===== src/hdl/drsc_defines.vh =====
`ifndef DRSC_DEFINES_VH
`define DRSC_DEFINES_VH
// start scheme codes
`define DRSC_SCH_KEYPAD   3'h0
`define DRSC_SCH_3WIRE    3'h1
`define DRSC_SCH_2WIRE    3'h2
`define DRSC_SCH_2W_LVL   3'h3
`define DRSC_SCH_2W_HS    3'h4
`define DRSC_SCH_COMM     3'h5
`define DRSC_SCH_2W_ENBL  3'h6
`define DRSC_SCH_RESET    3'h3
// stop kinds, low two bits of the stop selector
`define DRSC_STOP_RAMP    2'h0
`define DRSC_STOP_COAST   2'h1
`define DRSC_STOP_DCBRK   2'h2
`define DRSC_STOP_DCAUTO  2'h3
`define DRSC_STOP_CF_BIT  2
// frequencies in 0.1 Hz
`define DRSC_FREQ_MAX_LIM 12'hc80
`define DRSC_FREQ_MAX_RST 12'h258
// energy in 0.1 kWh; counter wraps after 100.0 kWh
`define DRSC_KWH_MAX      10'h3e8
// overload: 150 percent for 60 s
`define DRSC_OL_PCT       150
`define DRSC_OL_TIME_S    60
`define DRSC_CLK_HZ       50000000
`define DRSC_OL_CYCLES    (`DRSC_OL_TIME_S * `DRSC_CLK_HZ)
// high speed response, 10 ms
`define DRSC_HS_TIME_MS   10
`define DRSC_HS_CYCLES    (`DRSC_HS_TIME_MS * (`DRSC_CLK_HZ / 1000))
`endif


===== src/hdl/drsc_run_stop.v =====
`timescale 1ns/1ps
`default_nettype none
`include "drsc_defines.vh"
module drsc_run_stop #(
  parameter [31:0] OL_CYCLES = `DRSC_OL_CYCLES
) (
  input  wire        clk_sys_in,
  input  wire        reset_n_in,
  input  wire        term01_in,
  input  wire        term02_in,
  input  wire        term03_in,
  input  wire        hw_enable_in,
  input  wire        enbl_jumper_removed_in,
  input  wire        keypad_start_in,
  input  wire        keypad_stop_in,
  input  wire        keypad_reverse_in,
  input  wire        comm_start_in,
  input  wire        comm_stop_in,
  input  wire        comm_reverse_in,
  input  wire [2:0]  start_scheme_select_in,
  input  wire [2:0]  stop_behaviour_select_in,
  input  wire [11:0] min_output_frequency_in,
  input  wire [11:0] max_output_frequency_in,
  input  wire [11:0] freq_command_in,
  input  wire [11:0] motor_overload_current_setting_in,
  input  wire [11:0] output_current_in,
  input  wire        energy_tick_in,
  input  wire        meter_clear_in,
  input  wire        fault_in,
  output reg         run_out,
  output reg         reverse_out,
  output reg         outputs_ready_out,
  output reg         stop_active_out,
  output reg  [1:0]  stop_kind_out,
  output reg  [11:0] output_frequency_out,
  output reg         motor_overload_fault_out,
  output reg         fault_out,
  output reg  [9:0]  energy_kwh_counter_out,
  output reg  [15:0] energy_mwh_counter_out,
  output reg  [2:0]  active_scheme_out
);
  wire t01;
  wire t02;
  wire t03;
  wire t02_rise;
  wire t03_rise;
  wire hwen;
  wire [9:0]  kwh;
  wire [15:0] mwh;
  reg  [2:0]  scheme;
  reg  [2:0]  stop_sel;
  reg  [11:0] max_f;
  reg         armed;
  reg         running;
  reg         dir_rev;
  reg         ol_fault;
  reg         t01_fault;
  reg  [31:0] ol_cnt;
  wire        ol_over;
  reg         kp_start_d;
  reg         cm_start_d;
  reg         next_running;
  reg         next_rev;
  reg         start_ev;
  reg         run_req;
  reg         stop_req;
  reg         stop_t01;
  reg  [1:0]  next_kind;
  reg  [11:0] next_freq;
  reg  [23:0] ol_limit;
  wire        any_fault;
  wire        level_sch;
  // terminal synchronisers with edge detection
  drsc_sync #(.IDLE(1'b1)) u_sync01 ( // stop input idles high
    .clk_in     (clk_sys_in),
    .reset_n_in (reset_n_in),
    .pin_in     (term01_in),
    .level_out  (t01),
    .rise_out   ()
  );
  drsc_sync u_sync02 (
    .clk_in     (clk_sys_in),
    .reset_n_in (reset_n_in),
    .pin_in     (term02_in),
    .level_out  (t02),
    .rise_out   (t02_rise)
  );
  drsc_sync u_sync03 (
    .clk_in     (clk_sys_in),
    .reset_n_in (reset_n_in),
    .pin_in     (term03_in),
    .level_out  (t03),
    .rise_out   (t03_rise)
  );
  drsc_sync #(.IDLE(1'b1)) u_synchw ( // enable idles high
    .clk_in     (clk_sys_in),
    .reset_n_in (reset_n_in),
    .pin_in     (hw_enable_in),
    .level_out  (hwen),
    .rise_out   ()
  );
  // energy meter
  drsc_energy u_energy (
    .clk_in     (clk_sys_in),
    .reset_n_in (reset_n_in),
    .clear_in   (meter_clear_in),
    .tick_in    (energy_tick_in),
    .kwh_out    (kwh),
    .mwh_out    (mwh)
  );
  assign any_fault = ol_fault | t01_fault | fault_in;
  assign level_sch = (scheme == `DRSC_SCH_2W_LVL) ||
                     (scheme == `DRSC_SCH_2W_ENBL);
  // current above the overload limit; also blocks the clear of its fault
  assign ol_over = ({12'h000, output_current_in} > ol_limit);
  // run and stop decision per scheme
  always @* begin
    run_req = 1'b0;
    start_ev = 1'b0;
    stop_req = 1'b0;
    stop_t01 = 1'b0;
    next_rev = dir_rev;
    case (scheme)
      `DRSC_SCH_KEYPAD: begin
        start_ev = keypad_start_in & ~kp_start_d;
        stop_req = keypad_stop_in;
        stop_t01 = ~t01;
        if (start_ev) next_rev = keypad_reverse_in;
      end
      `DRSC_SCH_3WIRE: begin
        start_ev = t02_rise;
        stop_req = ~t01;
        next_rev = t03;
      end
      `DRSC_SCH_COMM: begin
        start_ev = comm_start_in & ~cm_start_d;
        stop_req = comm_stop_in;
        stop_t01 = ~t01;
        if (start_ev) next_rev = comm_reverse_in;
      end
      `DRSC_SCH_2W_ENBL: begin
        run_req = t02 & t03;
        stop_req = ~t02;
        stop_t01 = ~t01;
        next_rev = 1'b0;
      end
      default: begin
        // two-wire: 02 forward, 03 reverse
        start_ev = t02_rise | t03_rise;
        run_req = t02 ^ t03;
        stop_req = ~(t02 | t03);
        stop_t01 = ~t01;
        if (t02 ^ t03) next_rev = t03;
      end
    endcase
    // stop mode applies to all other sources; terminal 01 outside three-wire and a lost hardware enable coast
    next_kind = stop_sel[1:0];
    if (stop_t01 || (enbl_jumper_removed_in && !hwen)) begin
      next_kind = `DRSC_STOP_COAST;
    end
    next_running = running;
    if (stop_req || stop_t01 || any_fault ||
        (enbl_jumper_removed_in && !hwen)) begin
      next_running = 1'b0;
    end else if (level_sch) begin
      next_running = run_req;
    end else if (start_ev && armed) begin
      next_running = 1'b1;
    end else if (scheme != `DRSC_SCH_3WIRE &&
                 scheme != `DRSC_SCH_KEYPAD &&
                 scheme != `DRSC_SCH_COMM && !run_req) begin
      next_running = 1'b0;
    end
    // frequency clamp between minimum and maximum
    next_freq = freq_command_in;
    if (next_freq > max_f) next_freq = max_f;
    if (next_freq < min_output_frequency_in) begin
      next_freq = min_output_frequency_in;
    end
    if (!next_running) next_freq = 12'h000;
    ol_limit = motor_overload_current_setting_in * 12'd150 / 12'd100;
  end
  // settings latch only while stopped, controller stops first
  always @(posedge clk_sys_in or negedge reset_n_in) begin
    if (!reset_n_in) begin
      scheme <= `DRSC_SCH_RESET;
      stop_sel <= 3'h1;
      max_f <= `DRSC_FREQ_MAX_RST;
    end else if (!running) begin
      scheme <= (start_scheme_select_in > `DRSC_SCH_2W_ENBL) ?
                `DRSC_SCH_RESET : start_scheme_select_in;
      stop_sel <= stop_behaviour_select_in;
      max_f <= (max_output_frequency_in > `DRSC_FREQ_MAX_LIM) ?
               `DRSC_FREQ_MAX_LIM : max_output_frequency_in;
    end
  end
  // run state, arming and faults
  always @(posedge clk_sys_in or negedge reset_n_in) begin
    if (!reset_n_in) begin
      running <= 1'b0;
      dir_rev <= 1'b0;
      armed <= 1'b1;
      kp_start_d <= 1'b1; // a button held through reset is no start
      cm_start_d <= 1'b1;
      t01_fault <= 1'b0;
      ol_fault <= 1'b0;
      ol_cnt <= 32'h0;
    end else begin
      kp_start_d <= keypad_start_in;
      cm_start_d <= comm_start_in;
      running <= next_running;
      if (next_running) dir_rev <= next_rev;
      // running disarms; once stopped, the first cycle without a start edge re-arms
      if (next_running) armed <= 1'b0;
      else if (!start_ev) armed <= 1'b1;
      // terminal 01 loss is a fault in scheme 6
      if (scheme == `DRSC_SCH_2W_ENBL && !t01) t01_fault <= 1'b1;
      else if (stop_req && !stop_sel[`DRSC_STOP_CF_BIT]) begin
        t01_fault <= 1'b0;
      end
      // overload timer
      if (ol_over) begin
        if (ol_cnt >= OL_CYCLES - 32'h1) ol_fault <= 1'b1;
        else ol_cnt <= ol_cnt + 32'h1;
      end else begin
        ol_cnt <= 32'h0;
      end
      if (stop_req && !stop_sel[`DRSC_STOP_CF_BIT] && !ol_over) begin
        ol_fault <= 1'b0;
      end
    end
  end
  // registered outputs
  always @(posedge clk_sys_in or negedge reset_n_in) begin
    if (!reset_n_in) begin
      run_out <= 1'b0;
      reverse_out <= 1'b0;
      outputs_ready_out <= 1'b0;
      stop_active_out <= 1'b0;
      stop_kind_out <= `DRSC_STOP_COAST;
      output_frequency_out <= 12'h000;
      motor_overload_fault_out <= 1'b0;
      fault_out <= 1'b0;
      energy_kwh_counter_out <= 10'h000;
      energy_mwh_counter_out <= 16'h0000;
      active_scheme_out <= `DRSC_SCH_RESET;
    end else begin
      run_out <= next_running;
      reverse_out <= next_running ? next_rev : dir_rev;
      // ready-to-run held in high-speed scheme while no fault is present
      outputs_ready_out <= next_running ||
                           (scheme == `DRSC_SCH_2W_HS && !any_fault);
      stop_active_out <= running & ~next_running;
      if (running && !next_running) stop_kind_out <= next_kind;
      output_frequency_out <= next_freq;
      motor_overload_fault_out <= ol_fault;
      fault_out <= any_fault;
      energy_kwh_counter_out <= kwh;
      energy_mwh_counter_out <= mwh;
      active_scheme_out <= scheme;
    end
  end
endmodule // drsc_run_stop
`default_nettype wire


===== src/hdl/drsc_sync.v =====
`timescale 1ns/1ps
`default_nettype none
// three-flop synchroniser with agreement filter and rising edge pulse
module drsc_sync #(
  parameter [0:0] IDLE = 1'b0
) (
  input  wire clk_in,
  input  wire reset_n_in,
  input  wire pin_in,
  output reg  level_out,
  output reg  rise_out
);
  reg       s1;
  reg       s2;
  reg       s3;
  reg [2:0] fill;
  reg       primed;
  // shift chain; level changes once second and third agree
  // no edge until the chain holds real samples: a pin held
  // through reset must not look like a fresh start
  always @(posedge clk_in or negedge reset_n_in) begin
    if (!reset_n_in) begin
      s1 <= IDLE;
      s2 <= IDLE;
      s3 <= IDLE;
      fill <= 3'h0;
      primed <= 1'b0;
      level_out <= IDLE;
      rise_out <= 1'b0;
    end else begin
      s1 <= pin_in;
      s2 <= s1;
      s3 <= s2;
      fill <= {fill[1:0], 1'b1};
      rise_out <= 1'b0;
      if (s2 == s3 && fill[2]) begin
        level_out <= s3;
        primed <= 1'b1;
        rise_out <= s3 & ~level_out & primed;
      end
    end
  end
endmodule // drsc_sync
`default_nettype wire


===== src/hdl/drsc_energy.v =====
`timescale 1ns/1ps
`default_nettype none
`include "drsc_defines.vh"
// kWh accumulator in 0.1 kWh steps rolling into MWh counter
module drsc_energy (
  input  wire        clk_in,
  input  wire        reset_n_in,
  input  wire        clear_in,
  input  wire        tick_in,
  output reg  [9:0]  kwh_out,
  output reg  [15:0] mwh_out
);
  // wrap at 100.0 kWh and carry one unit
  always @(posedge clk_in or negedge reset_n_in) begin
    if (!reset_n_in) begin
      kwh_out <= 10'h000;
      mwh_out <= 16'h0000;
    end else if (clear_in) begin
      kwh_out <= 10'h000;
      mwh_out <= 16'h0000;
    end else if (tick_in) begin
      if (kwh_out >= `DRSC_KWH_MAX - 10'h001) begin
        kwh_out <= 10'h000;
        mwh_out <= mwh_out + 16'h0001;
      end else begin
        kwh_out <= kwh_out + 10'h001;
      end
    end
  end
endmodule // drsc_energy
`default_nettype wire


===== config.mk =====
export PLATFORM = sky130hd
export DESIGN_NAME = drsc_run_stop
export DESIGN_NICKNAME = d
export VERILOG_FILES = /design/src/hdl/drsc_run_stop.v /design/src/hdl/drsc_sync.v /design/src/hdl/drsc_energy.v
export VERILOG_INCLUDE_DIRS = /design/src /design/src/hdl
export SDC_FILE = /design/constraint.sdc
export NUM_CORES = 1
export LEC_CHECK = 0
export ABC_CLOCK_PERIOD_IN_PS = 5520
export BUFFER_PORTS_ARGS = -buffer_cell sky130_fd_sc_hd__clkbuf_2
export CAP_MARGIN = 20
export CORE_MARGIN = 2
export CORE_UTILIZATION = 55
export DETAILED_ROUTE_END_ITERATION = 10
export PLACE_DENSITY = 0.77
export SYNTH_ARGS = -nofsm -noshare
export SYNTH_HDL_FRONTEND = slang
export SYNTH_SLANG_ARGS = --single-unit

===== constraint.sdc =====
create_clock -name clk_sys_in -period 5.52 [get_ports clk_sys_in]
set_input_delay 1.104 -clock clk_sys_in [delete_from_list [all_inputs] [get_ports clk_sys_in]]
set_output_delay 1.104 -clock clk_sys_in [all_outputs]
set_load 0.005 [all_outputs]

### After elaboration in Yosys (flattened, before gate mapping)

Index checks and enable logic that the tools add are counted.

| storage, ports and cells | value |
|---|---|
| bits in registers | 162 |
| bits of input ports | 82 |
| logic and storage cells | 167 |

| operators by class | value |
|---|---|
| add/sub/neg operators | 3 |
| multiply operators | 1 |
| div/mod/pow operators | 1 |
| magnitude comparators | 7 |
| eq/ne operators | 15 |
| muxes and demuxes | 35 |
| bitwise operators | 20 |
| reductions and logical operators | 39 |

Operator list:

| kind | count |
|---|---|
| 32-bit two-way mux | 2 |
| 12-bit two-way mux | 4 |
| 16-bit two-way mux | 3 |
| 32-bit by 1-bit adder with 32-bit output (second input constant) | 1 |
| 32-bit >= comparator (second input constant) | 1 |
| 10-bit two-way mux | 3 |
| 20-bit by 7-bit divider with 24-bit output (second input constant) | 1 |
| 12-bit by 24-bit > comparator with 1-bit output | 1 |
| 12-bit by 7-bit multiplier with 19-bit output (second input constant) | 1 |
| 1-bit two-way mux | 17 |
| 16-bit by 1-bit adder with 16-bit output (second input constant) | 1 |
| 1-bit logical AND | 14 |
| 12-bit > comparator | 1 |
| 12-bit > comparator (second input constant) | 1 |
| 12-bit less-than comparator | 1 |
| 1-bit case mux with 4 select lines | 3 |
| 10-bit by 1-bit adder with 10-bit output (second input constant) | 1 |
| 10-bit >= comparator (second input constant) | 1 |
| 2-bit nonzero test | 5 |
| 3-bit equality test (second input constant) | 3 |
| 1-bit bitwise AND | 8 |
| 2-bit != test (second input constant) | 4 |
| 1-bit logical NOT | 7 |
| 1-bit inverter | 7 |
| other kinds (18) | 30 |

### Depth between registers and ports, before layout

| depth | value |
|---|---|
| depth after elaboration | 11 |
| mapped depth | 63 |
| gate-level depth less buffers | 58 |

### Modules after synthesis

Synthesis repeated with hierarchy kept, for this count alone.

| second synthesis, totals | value |
|---|---|
| cell total of the unflattened synthesis | 1,370 |
| area, all modules | 12,425.7 um2 |

By module, submodules not included:

| module | times used | cells each | area an instance (um2) | seq. area each (um2) |
|---|---|---|---|---|
| drsc_run_stop | 1 | 1,158 | 9,933.3 | 2,618.8 |
| drsc_energy | 1 | 140 | 1,361.3 | 650.6 |
| drsc_sync (u_sync01 ...) | 2 | 18 | 285.3 | 230.2 |
| drsc_sync (u_sync02 ...) | 2 | 18 | 280.3 | 225.2 |

### Least setup slack after synthesis

No wires, ideal clock.

| path | value |
|---|---|
| kind | input to register |
| from | in motor_overload_current_setting_in[7] |
| to | reg ol_cnt[0] |
| setup time | 132 ps |
| data arrival time | 13,049 ps |
| data required time | 5,388 ps |
| slack | -7,661 ps |
| stages on the path | 55 |
| path buffers | 3 |
| cells stage by stage | ha_1 -> ha_1 -> fa_1 -> fa_1 -> ha_1 -> buf_2 -> and3_1 -> and2_4 -> o311ai_2 -> o21ai_2 -> xor2_2 -> nor2_1 -> a221o_1 -> and2_1 -> buf_2 -> a31oi_2 -> o21bai_4 -> o31ai_2 -> (+19 left out) -> a31oi_1 -> nand2_1 -> a211o_1 -> a31oi_1 -> ha_1 -> nor2b_1 -> o21a_1 -> o21ai_0 -> nand2b_1 -> a21oi_1 -> nor2b_1 -> o21ai_0 -> nand2b_1 -> a21oi_1 -> o21ai_0 -> o2111ai_1 -> clkbuf_1 -> nor2_1 |

| between the ends | value |
|---|---|
| cells in the longest elaborated chain, start to end | 4 |

RTL lines:

| element | RTL line | source |
|---|---|---|
| start: declaration | drsc_run_stop.v:25 | `input wire [11:0] motor_overload_current_setting_in,` |
| 12-bit by 7-bit multiplier with 19-bit output * | drsc_run_stop.v:181 | `ol_limit = motor_overload_current_setting_in * 12'd150 / 12'd100;` |
| 20-bit by 7-bit divider with 24-bit output * | drsc_run_stop.v:181 |  |
| 12-bit by 24-bit > comparator with 1-bit output * | drsc_run_stop.v:115 | `assign ol_over = ({12'h000, output_current_in} > ol_limit);` |
| 2-bit != test (no source line) / 32-bit two-way mux (equally long branches) | n/a |  |
| end signal: assignment | drsc_run_stop.v:224 | `else ol_cnt <= ol_cnt + 32'h1;` |
| end: declaration | drsc_run_stop.v:58 | `reg [31:0] ol_cnt;` |

Every way passes the cells marked *; elsewhere a longest branch is shown, timed or not.
A chain may end at the register's enable or synchronous reset.

### Worst setup path after layout

| path | value |
|---|---|
| from | in motor_overload_current_setting_in[8] |
| to | reg ol_cnt[15] |

The elaborated chain is that of the path after synthesis.

==> run_results.csv <==
group,metric,value,unit
route,ant_nets,0,
cts,clock-root-buffer,"clkbuf_16",
cts,numCtsBuffers,17,
placement,io_buffers,130,
die,dieHeight,149,um
finish,mostFrequentLayoutCells,"buf_4 (298), dfrtp_1 (132), clkbuf_2 (125), nand2_1 (98), nor2_1 (98)",
timing,clock_skew,0.0125,ns
global_route,gr-usage-met1,0.362,
route,drt_iter0_markers,825,
finish,final_area,16800,um2
timing,worst_pin_slew,0.892,ns
cts,clkTransAtPathRegs,0.06,ns
setup_path,crit_slowest_cell,"fa_1",
yosys,netlist_instances,1284,
setup_path,worstPathArrival,13.67,ns
route,drc_errors,0,
yosys,synth_area,11600,um2
timing,maxSlewViolCount,0,
route,drt-vias-per-instance,6.07,
yosys,ys_warn_count,0,
die,dieArea,22300,um2
placement,dp_slack,-8.11,ns
finish,layout_commonest_cell,"buf_4",
global_route,grt_use_total,0.309,
die,design.core.area,20900,um2
min_path,worstHoldPathType,"flip-flop to flip-flop",
run_status,failed_checks,"setup timing",
setup_path,crit_family,"compound AO/OA/AOI/OAI gates",
global_route,use_met3,0.0459,
timing,fin_crit,13.37,ns
setup_path,cp_num_buf_inv,14,
die,fp-row-count,53,
finish,multi_input_area,8600,um2
placement,dp.cells,1915,
setup_path,cpMostUsedCell,"buf_4",
timing,worst_slack,-7.85,ns
timing,hold_viol,0,
cts,insertion_delay,0.42,ns
global_route,grt_pass1_vias,11900,
yosys,syn_nets,1471,
cts,h-tree-depth,4,
finish,seq_area,3850,um2
cts,cts_buffer_depth,2,
placement,gp_congestion,0.920,
cts,cts_tree,"yes",
timing,fin_crit_sh,2.42,
finish,layout.nets,1896,
global_route,grt-busiest-layer,"met2",
die,pin_count,131,
global_route,grt_overflow_total,0,
yosys,synth_edf_count,0,
setup_path,crit_path_start_kind,"input port",
setup_path,cp-end-kind,"flip-flop",
placement,dpl-instance-area,14900,um2
global_route,antenna_found_initial,1,
setup_path,max_stage_delay,0.52,ns
global_route,grt_pass1_wl,56500,um
finish,final_cell_count_no_fill,1997,
route,wire_per_inst,18.4,um
finish,area_growth,44.8,%
route,vias,12100,
cts,cts_sinks,153,
die,floorplan.die.width,149,um
job,maxCapViolations,0,
yosys,avgSynthCellArea,9.05,um2
global_route,use_met2,0.574,
die,initial_core_util,0.556,
yosys,async_flop_share,1.00,
timing,rsz0062_at_grt,"yes",
route,firstDrtPassIters,6,
cts,cts_hold_buf,0,
finish,layout-drive-gt1-share,0.428,
route,totalWireLength,36700,um
setup_path,worstPathMaxFanout,7,
yosys,ys_seq_area_frac,0.332,
global_route,grt_max_degree,102,
setup_path,worstPathRequired,5.82,ns
yosys,synth.distinct_cells,108,
finish,num-fill-cells,1177,
yosys,synth_seq_cells,153,
yosys,synth_flop_cell,"dfrtp_1",
timing,max-slew-margin-rel,0.405,
timing,setup_viol,33,
placement,dp_hpwl,23700,um
setup_path,criticalPathCategory,"input port to flip-flop",
finish,antennaDiodeCount,0,
timing,fmax,74.8,MHz
run_status,outcome,"complete, but fails checks",
## stage by stage
stage                     utilization  hold WS, ns  setup TNS [ns]
after detailed placement        0.713        0.339         -267.65
after CTS                       0.791        0.351         -235.28
after global placement          0.713        0.332         -251.87
after floorplan                     -        0.331         -228.63
after global routing            0.806        0.358         -272.51
final                           0.806        0.350         -257.41
## final cells by class
class                   instances  area share
inverters                      64      0.0144
flip-flops and latches        153       0.229
clock inverters                14      0.0101
repair buffers                444       0.190
clock buffers                  18      0.0255
multi-input cells            1029       0.511
well taps                     275      0.0204
## per-layer routing
layer	routed length (um)	share of wire
met1	14000	0.38
met2	19100	0.52
met3	2020	0.055
met4	1500	0.041
met5	13	0.00035
## state kept, by name (all words and copies together), names as in the netlist, 10 cells and up
register                count
energy_kwh_counter_out     10
energy_mwh_counter_out     16
max_f                      12
ol_cnt                     32
output_frequency_out       12
u_energy.kwh_out           10
u_energy.mwh_out           16
## worst register-to-register path, stage by stage, from the launching register on
cell	delay [ns]
dfstp_2	0.54
inv_1	0.04
ha_1	0.16
a21o_1	0.15
a21o_1	0.16
a21oi_1	0.17
nor2_1	0.06
a2111oi_1	0.38
nor2_1	0.11
buf_4	0.20
mux2_2	0.32
ha_1	0.30
a21oi_1	0.19
nor2b_1	0.06
o21ai_0	0.14
nand2b_1	0.07
a21oi_1	0.15
nor2b_1	0.06
o21ai_0	0.13
nand2b_1	0.08
a21oi_1	0.15
nor2b_1	0.06
o21ai_0	0.16
nand2b_1	0.11
a21oi_2	0.21
buf_4	0.18
nor2_1	0.05
a211oi_1	0.27
## path summary, 6_finish.rpt
check	cells after the start	slack [ns]	to	from
hold reg to reg	0	0.35	u_synchw.fill[1]	u_synchw.fill[0]
setup reg to reg	27	0.70	output_frequency_out[2]	max_f[4]
hold / removal	0	0.35	u_synchw.fill[1]	u_synchw.fill[0]
setup / recovery	64	-7.85	ol_cnt[15]	motor_overload_current_setting_in[8]
min in group asynchronous	1	0.76	fault_out	reset_n_in
max in group asynchronous	2	3.50	u_synchw.fill[1]	reset_n_in
## repair_timing
| action | CTS | global route |
|---|---|---|
| endpoints found under the setup margin | 33 | 34 |
| gates cloned | 3 | 1 |
| pin swaps | 91 | 14 |
| gates resized for setup | 138 | 43 |
| setup buffers | 39 | 10 |
## Yosys cell counts, types with 6 or more instances
master	instances	area, um2
dfrtp_1	132	3300
nor2_1	130	488
nand2_1	106	398
ha_1	90	1130
a21oi_1	78	390
o21ai_0	66	330
inv_1	62	233
xor2_1	47	412
nand3_1	41	205
xnor2_1	24	210
clkbuf_1	23	86.3
mux2_2	22	248
nand2b_1	22	138
nor3_1	22	110
a211oi_1	21	158
and3_1	21	131
dfstp_2	21	552
nand4_1	20	125
nor2b_1	17	106
a21o_1	15	113
a31oi_1	15	93.8
fa_1	15	300
o211ai_1	15	113
or3_1	14	87.6
and2_1	13	81.3
buf_2	12	60.1
o21a_1	12	90.1
mux2i_1	11	110
a22o_1	10	87.6
o21ai_1	10	50.1
a211o_1	9	78.8
or2_2	9	56.3
a22oi_1	8	60.1
nor4_1	7	43.8
o31ai_1	7	52.6
o2111ai_1	6	52.6
## cell families after synthesis
family | synth area share
and+or+nand+nor | 0.194
AOI/OAI and AO/OA | 0.221
DFF | 0.332
adders and majority gates | 0.124
buffers and inverters | 0.0358
xor gates and xnor gates | 0.0563
muxes | 0.0368
other | 0.000323
Power is left out: the tool's default activity adds up to more than one toggle a clock period on the data nets, which glitch-free logic cannot reach.
